## src/inc/sas_defs.svh

```systemverilog
// Register offsets, field positions, reset values and timing counts of the sequencer
`ifndef SAS_DEFS_SVH
`define SAS_DEFS_SVH

// ----------------------------------------
// Register word offsets
// ----------------------------------------
`define SAS_OFF_CTRL 4'h0
`define SAS_OFF_CFG 4'h1
`define SAS_OFF_STAT 4'h2
`define SAS_OFF_RESULT 4'h3
`define SAS_OFF_IRQ_STAT 4'h4
`define SAS_OFF_IRQ_MASK 4'h5

// ----------------------------------------
// Control register fields
// ----------------------------------------
`define SAS_CTRL_START 0
`define SAS_CTRL_ENABLE 1
`define SAS_CTRL_CONT 2

// ----------------------------------------
// Configuration register fields
// ----------------------------------------
`define SAS_CFG_CHAN_LSB 0
`define SAS_CFG_SCALE_LSB 4
`define SAS_CFG_MODE_LSB 8
`define SAS_CFG_AVG_LSB 12
`define SAS_CFG_REF_LSB 16
`define SAS_CFG_NEG_LSB 20
`define SAS_CFG_RST 32'h0000_0000

// ----------------------------------------
// Timing
// ----------------------------------------
`define SAS_SYS_CLK_HZ 20000000
`define SAS_SMP_CLK_HZ 4000000
`define SAS_CONV_SMP_CYCLES 20
`define SAS_SMP_DIV (`SAS_SYS_CLK_HZ / `SAS_SMP_CLK_HZ)
`define SAS_CONV_CYCLES (`SAS_CONV_SMP_CYCLES * `SAS_SMP_DIV)

`endif

```

## src/inc/sas_pkg.sv

```systemverilog
// Types shared by the sequencer and its divider
package sas_pkg;
    typedef enum logic [1:0] {
        SAS_MODE_ABS = 2'b00,
        SAS_MODE_RATIO = 2'b01,
        SAS_MODE_PDIFF = 2'b10,
        SAS_MODE_RPDIFF = 2'b11
    } sas_mode_t;

    typedef enum logic [2:0] {
        SAS_ST_IDLE = 3'b000,
        SAS_ST_CONV = 3'b001,
        SAS_ST_NEXT = 3'b010,
        SAS_ST_DIV = 3'b011,
        SAS_ST_DONE = 3'b100
    } sas_state_t;

    typedef struct packed {
        logic [2:0] chan;
        logic [2:0] scale;
        logic [2:0] ref_chan;
        logic [2:0] neg_chan;
    } sas_sel_t;

    typedef struct packed {
        logic [3:0] address;
        logic read;
        logic write;
        logic [31:0] writedata;
    } sas_bus_req_t;
endpackage

```

## src/hw/sas_div.sv

```systemverilog
// Sequential restoring divider giving a 10-bit fraction num/den
module sas_div
    import sas_pkg::*;
(
    // Clock and reset
    input wire logic sys_clk,
    input wire logic rst,
    // Request
    input wire logic start,
    input wire logic [10:0] num,
    input wire logic [9:0] den,
    // Answer
    output logic done,
    output logic [9:0] quot
);
    logic [11:0] rem, next_rem;
    logic [9:0] q, next_q;
    logic [3:0] cnt, next_cnt;
    logic busy, next_busy;
    logic next_done;
    logic [11:0] trial;

    always_comb begin
        next_rem = rem;
        next_q = q;
        next_cnt = cnt;
        next_busy = busy;
        next_done = 1'b0;
        trial = {rem[10:0], 1'b0};
        if (start) begin
            next_rem = {1'b0, num};
            next_q = 10'h000;
            next_cnt = 4'hA;
            next_busy = 1'b1;
        end else if (busy) begin
            if (trial >= {2'b00, den}) begin
                next_rem = trial - {2'b00, den};
                next_q = {q[8:0], 1'b1};
            end else begin
                next_rem = trial;
                next_q = {q[8:0], 1'b0};
            end
            next_cnt = cnt - 4'h1;
            if (cnt == 4'h1) begin
                next_busy = 1'b0;
                next_done = 1'b1;
            end
        end
    end

    always_ff @(posedge sys_clk) begin
        if (rst) begin
            rem <= 12'h000;
            q <= 10'h000;
            cnt <= 4'h0;
            busy <= 1'b0;
            done <= 1'b0;
        end else begin
            rem <= next_rem;
            q <= next_q;
            cnt <= next_cnt;
            busy <= next_busy;
            done <= next_done;
        end
    end

    assign quot = q;
endmodule

```

## src/hw/sas_top.sv

```systemverilog
// Successive-approximation converter sequencer with Avalon-MM registers
// Function
// - Results are 10-bit single-ended codes against ground.
// - Six-way selector: four external, temperature, battery supply voltage.
// - One conversion lasts 20 sample-clock cycles, 5 us at 4 MHz.
// - Eight scale settings apply only to external channels.
// - Absolute mode reports the code against the fixed reference.
// - Ratio mode converts twice, then divides signal by reference.
// - Pseudo-differential mode converts twice and reports the difference.
// - Ratio pseudo-differential converts thrice, divides difference by third.
// - Single mode runs one sequence per start; continuous repeats.
// - Busy bit is set during a sequence and cleared at its end.
// - Completion raises a maskable interrupt.
`include "sas_defs.svh"

module sas_top (
    // Clock and reset
    input wire logic sys_clk,
    input wire logic rst,
    // Avalon-MM slave
    input wire logic [3:0] avs_address,
    input wire logic avs_read,
    input wire logic avs_write,
    input wire logic [31:0] avs_writedata,
    output logic [31:0] avs_readdata,
    output logic avs_waitrequest,
    // Analog front end
    output sas_pkg::sas_sel_t afe_sel,
    output logic afe_smp_clk,
    output logic afe_sample,
    input wire logic [9:0] afe_code,
    // Interrupt
    output logic irq
);
    import sas_pkg::*;

    // ----------------------------------------
    // Register state
    // ----------------------------------------
    logic enable, next_enable;
    logic cont, next_cont;
    logic start_req, next_start_req;
    logic [31:0] cfg, next_cfg;
    logic [9:0] result, next_result;
    logic irq_stat, next_irq_stat;
    logic irq_mask, next_irq_mask;
    logic [31:0] next_readdata;
    logic rd_ack, next_rd_ack;
    sas_bus_req_t req;

    // ----------------------------------------
    // Sequencer state
    // ----------------------------------------
    sas_state_t state, next_state;
    logic [7:0] cyc, next_cyc;
    logic [1:0] step, next_step;
    logic [3:0] avg_n, next_avg_n;
    logic [13:0] acc, next_acc;
    logic [9:0] conv_a, next_conv_a;
    logic [9:0] conv_b, next_conv_b;
    logic div_start, next_div_start;
    logic [10:0] div_num, next_div_num;
    logic [9:0] div_den, next_div_den;
    logic div_done;
    logic [9:0] div_quot;
    logic done_pulse;
    logic [9:0] code_s1, code_s2;
    logic [2:0] smp_div;
    sas_mode_t mode;
    logic [2:0] avg_log;
    logic [9:0] avg_code;
    logic [1:0] last_step;
    logic [10:0] diff;

    assign req = '{avs_address, avs_read, avs_write, avs_writedata};
    assign mode = sas_mode_t'(cfg[`SAS_CFG_MODE_LSB +: 2]);
    assign avg_log = {1'b0, cfg[`SAS_CFG_AVG_LSB +: 2]};
    assign avg_code = 10'(acc >> avg_log);
    assign diff = {1'b0, conv_a} - {1'b0, conv_b};

    // Channel picked at each step of a sequence
    function automatic logic [2:0] step_chan(input logic [1:0] s, input logic [31:0] c,
                                             input sas_mode_t m);
        case (s)
            2'd0: step_chan = c[`SAS_CFG_CHAN_LSB +: 3];
            2'd1: step_chan = (m == SAS_MODE_RATIO) ? c[`SAS_CFG_REF_LSB +: 3]
                                                  : c[`SAS_CFG_NEG_LSB +: 3];
            default: step_chan = c[`SAS_CFG_REF_LSB +: 3];
        endcase
    endfunction

    // Channel 0..3 external, 4 temperature, 5 battery supply voltage
    function automatic logic is_external(input logic [2:0] ch);
        is_external = (ch < 3'd4);
    endfunction

    always_comb begin
        case (mode)
            SAS_MODE_ABS: last_step = 2'd0;
            SAS_MODE_RATIO: last_step = 2'd1;
            SAS_MODE_PDIFF: last_step = 2'd1;
            default: last_step = 2'd2;
        endcase
    end

    // ----------------------------------------
    // Front end drive
    // ----------------------------------------
    always_comb begin
        afe_sel.chan = step_chan(step, cfg, mode);
        afe_sel.scale = is_external(afe_sel.chan) ? cfg[`SAS_CFG_SCALE_LSB +: 3] : 3'h0;
        afe_sel.ref_chan = cfg[`SAS_CFG_REF_LSB +: 3];
        afe_sel.neg_chan = cfg[`SAS_CFG_NEG_LSB +: 3];
    end
    assign afe_sample = (state == SAS_ST_CONV);
    assign afe_smp_clk = (smp_div < 3'(`SAS_SMP_DIV / 2)) && afe_sample;

    // Code from the analog side crosses in
    always_ff @(posedge sys_clk) begin
        if (rst) begin
            code_s1 <= 10'h000;
            code_s2 <= 10'h000;
            smp_div <= 3'h0;
        end else begin
            code_s1 <= afe_code;
            code_s2 <= code_s1;
            smp_div <= (smp_div == 3'(`SAS_SMP_DIV - 1) || !afe_sample) ? 3'h0 : smp_div + 3'h1;
        end
    end

    // ----------------------------------------
    // Sequencer
    // ----------------------------------------
    always_comb begin
        next_state = state;
        next_cyc = cyc;
        next_step = step;
        next_avg_n = avg_n;
        next_acc = acc;
        next_conv_a = conv_a;
        next_conv_b = conv_b;
        next_div_start = 1'b0;
        next_div_num = div_num;
        next_div_den = div_den;
        next_result = result;
        done_pulse = 1'b0;
        case (state)
            SAS_ST_IDLE: begin
                if (enable && (start_req || cont)) begin
                    next_state = SAS_ST_CONV;
                    next_cyc = 8'h00;
                    next_step = 2'd0;
                    next_avg_n = 4'h0;
                    next_acc = 14'h0000;
                end
            end
            SAS_ST_CONV: begin
                next_cyc = cyc + 8'h01;
                if (cyc == 8'(`SAS_CONV_CYCLES - 1)) begin
                    next_acc = acc + {4'h0, code_s2};
                    next_avg_n = avg_n + 4'h1;
                    next_cyc = 8'h00;
                    if (avg_n == 4'((4'h1 << avg_log) - 4'h1)) begin
                        next_state = SAS_ST_NEXT;
                    end
                end
            end
            SAS_ST_NEXT: begin
                next_acc = 14'h0000;
                next_avg_n = 4'h0;
                if (step == 2'd0) begin
                    next_conv_a = avg_code;
                end else if (step == 2'd1) begin
                    next_conv_b = avg_code;
                end
                if (step == last_step) begin
                    case (mode)
                        SAS_MODE_ABS: begin
                            next_result = avg_code;
                            next_state = SAS_ST_DONE;
                        end
                        SAS_MODE_RATIO: begin
                            next_div_num = {1'b0, conv_a};
                            next_div_den = avg_code;
                            next_div_start = 1'b1;
                            next_state = SAS_ST_DIV;
                        end
                        SAS_MODE_PDIFF: begin
                            next_result = (conv_a > avg_code) ? conv_a - avg_code : 10'h000;
                            next_state = SAS_ST_DONE;
                        end
                        default: begin
                            next_div_num = diff[10] ? 11'h000 : diff;
                            next_div_den = avg_code;
                            next_div_start = 1'b1;
                            next_state = SAS_ST_DIV;
                        end
                    endcase
                end else begin
                    next_step = step + 2'd1;
                    next_state = SAS_ST_CONV;
                end
            end
            SAS_ST_DIV: begin
                if (div_done) begin
                    // Ratio of one or more saturates, zero reference included
                    next_result = ({1'b0, div_den} <= div_num) ? 10'h3FF : div_quot;
                    next_state = SAS_ST_DONE;
                end
            end
            SAS_ST_DONE: begin
                done_pulse = 1'b1;
                next_state = (cont && enable) ? SAS_ST_CONV : SAS_ST_IDLE;
                next_step = 2'd0;
                next_cyc = 8'h00;
            end
            default: next_state = SAS_ST_IDLE;
        endcase
        if (!enable && state != SAS_ST_DONE) begin
            next_state = SAS_ST_IDLE;
        end
    end

    always_ff @(posedge sys_clk) begin
        if (rst) begin
            state <= SAS_ST_IDLE;
            cyc <= 8'h00;
            step <= 2'd0;
            avg_n <= 4'h0;
            acc <= 14'h0000;
            conv_a <= 10'h000;
            conv_b <= 10'h000;
            div_start <= 1'b0;
            div_num <= 11'h000;
            div_den <= 10'h000;
            result <= 10'h000;
        end else begin
            state <= next_state;
            cyc <= next_cyc;
            step <= next_step;
            avg_n <= next_avg_n;
            acc <= next_acc;
            conv_a <= next_conv_a;
            conv_b <= next_conv_b;
            div_start <= next_div_start;
            div_num <= next_div_num;
            div_den <= next_div_den;
            result <= next_result;
        end
    end

    sas_div u_div (
        .sys_clk(sys_clk),
        .rst(rst),
        .start(div_start),
        .num(div_num),
        .den(div_den),
        .done(div_done),
        .quot(div_quot)
    );

    // ----------------------------------------
    // Register file
    // ----------------------------------------
    always_comb begin
        next_enable = enable;
        next_cont = cont;
        next_start_req = start_req;
        next_cfg = cfg;
        next_irq_mask = irq_mask;
        next_irq_stat = irq_stat;
        next_readdata = 32'h0000_0000;
        next_rd_ack = 1'b0;
        if (state == SAS_ST_IDLE && next_state == SAS_ST_CONV) begin
            next_start_req = 1'b0;
        end
        if (req.write) begin
            case (req.address)
                `SAS_OFF_CTRL: begin
                    next_enable = req.writedata[`SAS_CTRL_ENABLE];
                    next_cont = req.writedata[`SAS_CTRL_CONT];
                    next_start_req = req.writedata[`SAS_CTRL_START];
                end
                `SAS_OFF_CFG: next_cfg = req.writedata;
                `SAS_OFF_IRQ_STAT: begin
                    if (req.writedata[0]) begin
                        next_irq_stat = 1'b0;
                    end
                end
                `SAS_OFF_IRQ_MASK: next_irq_mask = req.writedata[0];
                default: ;
            endcase
        end
        if (done_pulse) begin
            next_irq_stat = 1'b1;
        end
        if (req.read && !rd_ack) begin
            next_rd_ack = 1'b1;
            case (req.address)
                `SAS_OFF_CTRL: next_readdata = {29'h0, cont, enable, start_req};
                `SAS_OFF_CFG: next_readdata = cfg;
                `SAS_OFF_STAT: begin
                    // Busy drops as the result lands
                    next_readdata = {31'h0, state != SAS_ST_IDLE && state != SAS_ST_DONE};
                end
                `SAS_OFF_RESULT: next_readdata = {22'h0, result};
                `SAS_OFF_IRQ_STAT: next_readdata = {31'h0, irq_stat};
                `SAS_OFF_IRQ_MASK: next_readdata = {31'h0, irq_mask};
                default: next_readdata = 32'h0000_0000;
            endcase
        end
    end

    always_ff @(posedge sys_clk) begin
        if (rst) begin
            enable <= 1'b0;
            cont <= 1'b0;
            start_req <= 1'b0;
            cfg <= `SAS_CFG_RST;
            irq_stat <= 1'b0;
            irq_mask <= 1'b0;
            avs_readdata <= 32'h0000_0000;
            rd_ack <= 1'b0;
        end else begin
            enable <= next_enable;
            cont <= next_cont;
            start_req <= next_start_req;
            cfg <= next_cfg;
            irq_stat <= next_irq_stat;
            irq_mask <= next_irq_mask;
            avs_readdata <= next_readdata;
            rd_ack <= next_rd_ack;
        end
    end

    assign avs_waitrequest = avs_read && !rd_ack;
    assign irq = irq_stat && irq_mask;
endmodule

```

## config.mk

```make
export PLATFORM = sky130hd
export DESIGN_NAME = sas_top
export DESIGN_NICKNAME = d
export VERILOG_FILES = /design/src/inc/sas_pkg.sv /design/src/hw/sas_div.sv /design/src/hw/sas_top.sv
export VERILOG_INCLUDE_DIRS = /design/src /design/src/inc
export SDC_FILE = /design/constraint.sdc
export NUM_CORES = 1
export LEC_CHECK = 0
export BUFFER_PORTS_ARGS = -buffer_cell sky130_fd_sc_hd__buf_4
export CAP_MARGIN = 10
export CORE_MARGIN = 8
export CORE_UTILIZATION = 50
export CTS_CLUSTER_DIAMETER = 60
export DETAILED_ROUTE_END_ITERATION = 8
export PLACE_DENSITY_LB_ADDON = 0.12
export SLEW_MARGIN = 20
export SYNTH_ARGS = -nofsm -noshare
export SYNTH_HDL_FRONTEND = slang
export SYNTH_HIERARCHICAL = 1
export SYNTH_SLANG_ARGS = --single-unit
```

## constraint.sdc

```tcl
create_clock -name sys_clk -period 4.43 [get_ports sys_clk]
set_clock_uncertainty 0.15 [all_clocks]
set_input_delay 0.443 -clock sys_clk [delete_from_list [all_inputs] [get_ports sys_clk]]
set_output_delay 0.443 -clock sys_clk [all_outputs]
set_load 0.02 [all_outputs]
```

==> flow_summary.toml <==
[synthesis]
yosysMostFrequentCell = "dfxtp_1"
synth_seq_area_share_pct = 39.2
synth_top_cell_by_area = "dfxtp_1"
synth_commonest_cells = "201 x dfxtp_1, 145 x nor2_1, 133 x nand2_1"
netlist_instances = 1230
yosysUniqueCellTypes = 76
async_flop_share_pct = 0
synth_edf_count = 0
netlist_area_um2 = 10300
syn-mean-instance-area_um2 = 8.34
synth_top_area_share_pct = 39.2
ys_ff_latch = 201
syn_nets = 1347
synth_flop_cell = "dfxtp_1"
yosys-top-cells-area = "dfxtp_1 39%, ha_1 7.7%, a21oi_1 5.7%"
ys_warn_count = 6

[critical_path]
cp_max_fo = 17
r2r_cells = 9
max_stage_delay_ns = 0.75
cp-end-kind = "flip-flop"
cp.arrival_ns = 3.95
crit_type = "flip-flop to flip-flop"
startpoint_type = "flip-flop"
cp.required_ns = 4.67
path_cells = "mux2_2, mux2i_1, ha_1, o21ai_0, a21boi_0, a31oi_1, nor2b_1, a211oi_1, a2111oi_0"
cpMaxStageDelayCell = "dfxtp_1"

[min_path]
hold_path.class = "input pin to flip-flop"
hold_depth = 2

[timing]
setup_violations = 0
fin_crit_sh_pct = 83.9
relSlewSlack_pct = 41.0
setup_ws_ns = 0.714
whs_ns = 0.0186
fin_crit_ns = 3.72
worst_pin_slew_ns = 0.882
hold_violations = 0
setup_tns_ns = 0
grt_setup_unrepaired = "no"
fmax_ghz = 0.269
slew_violations = 0

[detailed_routing]
final_antenna_net_count = 0
first_iter_violations = 414
drc = 0
totalWireLength_mm = 26.2
drt-pass1-iter-count = 4
vias = 8783
wl_per_cell_um = 16.5
via_per_inst = 5.51

[flow_run]
maxCapViolations = 0

[power_and_ir_drop]
power_frac_seq_pct = 47.0
p_per_area_nw_per_um2 = 325
pwr-share-comb_pct = 3.5
switching_share_pct = 21.9
clkPwrFrac_pct = 49.6
power_leakage_nw = 4.77
irDropWorstVdd_mv = 0.306
p_int_w = 0.00304
switchingPower_w = 0.000851

[floorplan]
dieHeight_um = 159
initial_core_util_pct = 50.8
die-area_um2 = 25300
dieWidth_um = 159
core-area_um2 = 20200
rows = 52
ios = 98

[global_routing]
grt_pass1_vias = 8409
overflow = 0
grt_max_degree = 73
antenna_found_initial = 0
grt_pass1_wl_mm = 42.6
grt_usage_pct = 19.9

[clock_tree]
clockRootBuffer = "clkbuf_16"
clk_latency_ns = 0.51
htreeDepth = 1
numCtsBuffers = 24
clk_pin_slew_ns = 0.06
clock_path_buffers = 3
cts_resized = 0
cts_tree = "done"
cts_sinks = 201

[cells_and_area]
final_cell_area_um2 = 12000
area_growth_pct = 16.8
diodes = 0
drive_above_1_share_pct = 13.5
post-route-util_pct = 59.4
nets = 1423
n_fill_cell = 1860

[status]
status = "completed"

[placed_design]
gpl.final_weighted_congestion = 0.865
port_buffers = 97
post-dp-hpwl_mm = 19.1
pre_cts_slack_ns = 0.809
place_area_um2 = 11100
## path summary, 6_finish.rpt
check	to	start	slack [ns]
setup reg to reg	result[5]$_SDFFE_PP0P_	cfg[13]$_SDFFE_PP0P_	0.71
hold reg to reg	code_s2[6]$_SDFF_PP0_	code_s1[6]$_SDFF_PP0_	0.28
hold / removal	code_s1[5]$_SDFF_PP0_	afe_code[5]	0.02
setup / recovery	result[5]$_SDFFE_PP0P_	cfg[13]$_SDFFE_PP0P_	0.71
## what timing repair did
action / CTS / global route
setup buffers: 0 / 0
hold buffers: 10 / 0
endpoints found under the hold margin: 10 / 0
## cell type report
| type | count | area [um^2] | share of cell area (%) |
|---|---|---|---|
| multi-input combinational | 894 | 5660 | 47.2 |
| sequential | 201 | 4020 | 33.6 |
| timing repair buffer | 119 | 918 | 7.67 |
| clock buffer | 32 | 692 | 5.78 |
| tap | 270 | 338 | 2.82 |
| inverter | 66 | 248 | 2.07 |
| clock inverter | 11 | 97.6 | 0.815 |
## registers in the layout (all words and copies together) (netlist names), 4 cells and up
register      flops
result           10
avs_readdata     32
code_s1          10
acc              13
div_num          10
conv_b           10
div_den          10
cyc               8
u_div/quot       10
cfg              32
conv_a           10
avg_n             4
u_div/cnt         4
code_s2          10
u_div/rem        11
## stage by stage
step                power (W)  std cells
floorplan             0.00194       1230
global placement      0.00199       1540
detailed placement    0.00199       1540
CTS                   0.00394       1593
global route          0.00402       1593
finish                0.00389       1593
## power groups by stage
stage / clock, W / sequential [W] / combinational, W
floorplan: 0 / 0.00186 / 0.0000711
CTS: 0.00198 / 0.00183 / 0.000135
global route: 0.00205 / 0.00183 / 0.000147
global placement: 0 / 0.00187 / 0.000127
finish: 0.00193 / 0.00183 / 0.000135
detailed placement: 0 / 0.00187 / 0.000128
## cell usage in the layout (no fill, tap or decap), types with 10 or more instances in the layout
cell	synthesis	routed
a211oi_1	24	24
a21o_1	12	12
a21oi_1	117	117
a221oi_1	10	10
a22oi_1	18	18
and3_1	28	28
buf_4	7	109
clkbuf_16	0	25
dfxtp_1	201	201
dlygate4sd3_1	0	10
ha_1	63	63
inv_1	65	65
mux2i_1	28	28
nand2_1	133	132
nand3_1	24	24
nor2_1	145	145
nor2b_1	28	28
nor3_1	19	19
o21ai_0	51	51
o21bai_1	10	10
xnor2_1	20	20
xor2_1	18	18
## layer usage
layer,up-vias,track usage (%),share of wire [%]
met5,-,0,0
met2,163,34.4,47
li1,4474,-,-
met1,4098,25.5,47
met3,48,2.69,3.6
met4,0,5.57,2.3
## critical path: cells and delay by family (launching register included)
| kind | cells | cell delay [ns] |
|---|---|---|
| fa+ha+maj | 1 | 0.29 |
| compound gates | 5 | 1.11 |
| mux | 2 | 0.88 |
| flops | 1 | 0.75 |
| simple gates | 1 | 0.43 |
## logic make-up after synthesis
group / synth area share [%]
xor+xnor: 3.25
flops: 39.2
mux: 3.61
compound gates: 20.2
simple gates: 19.5
other cells: 0.0366
buf+inv: 5.67
fa+ha+maj: 8.47
No activity file was read; power rests on OpenSTA's default activity.
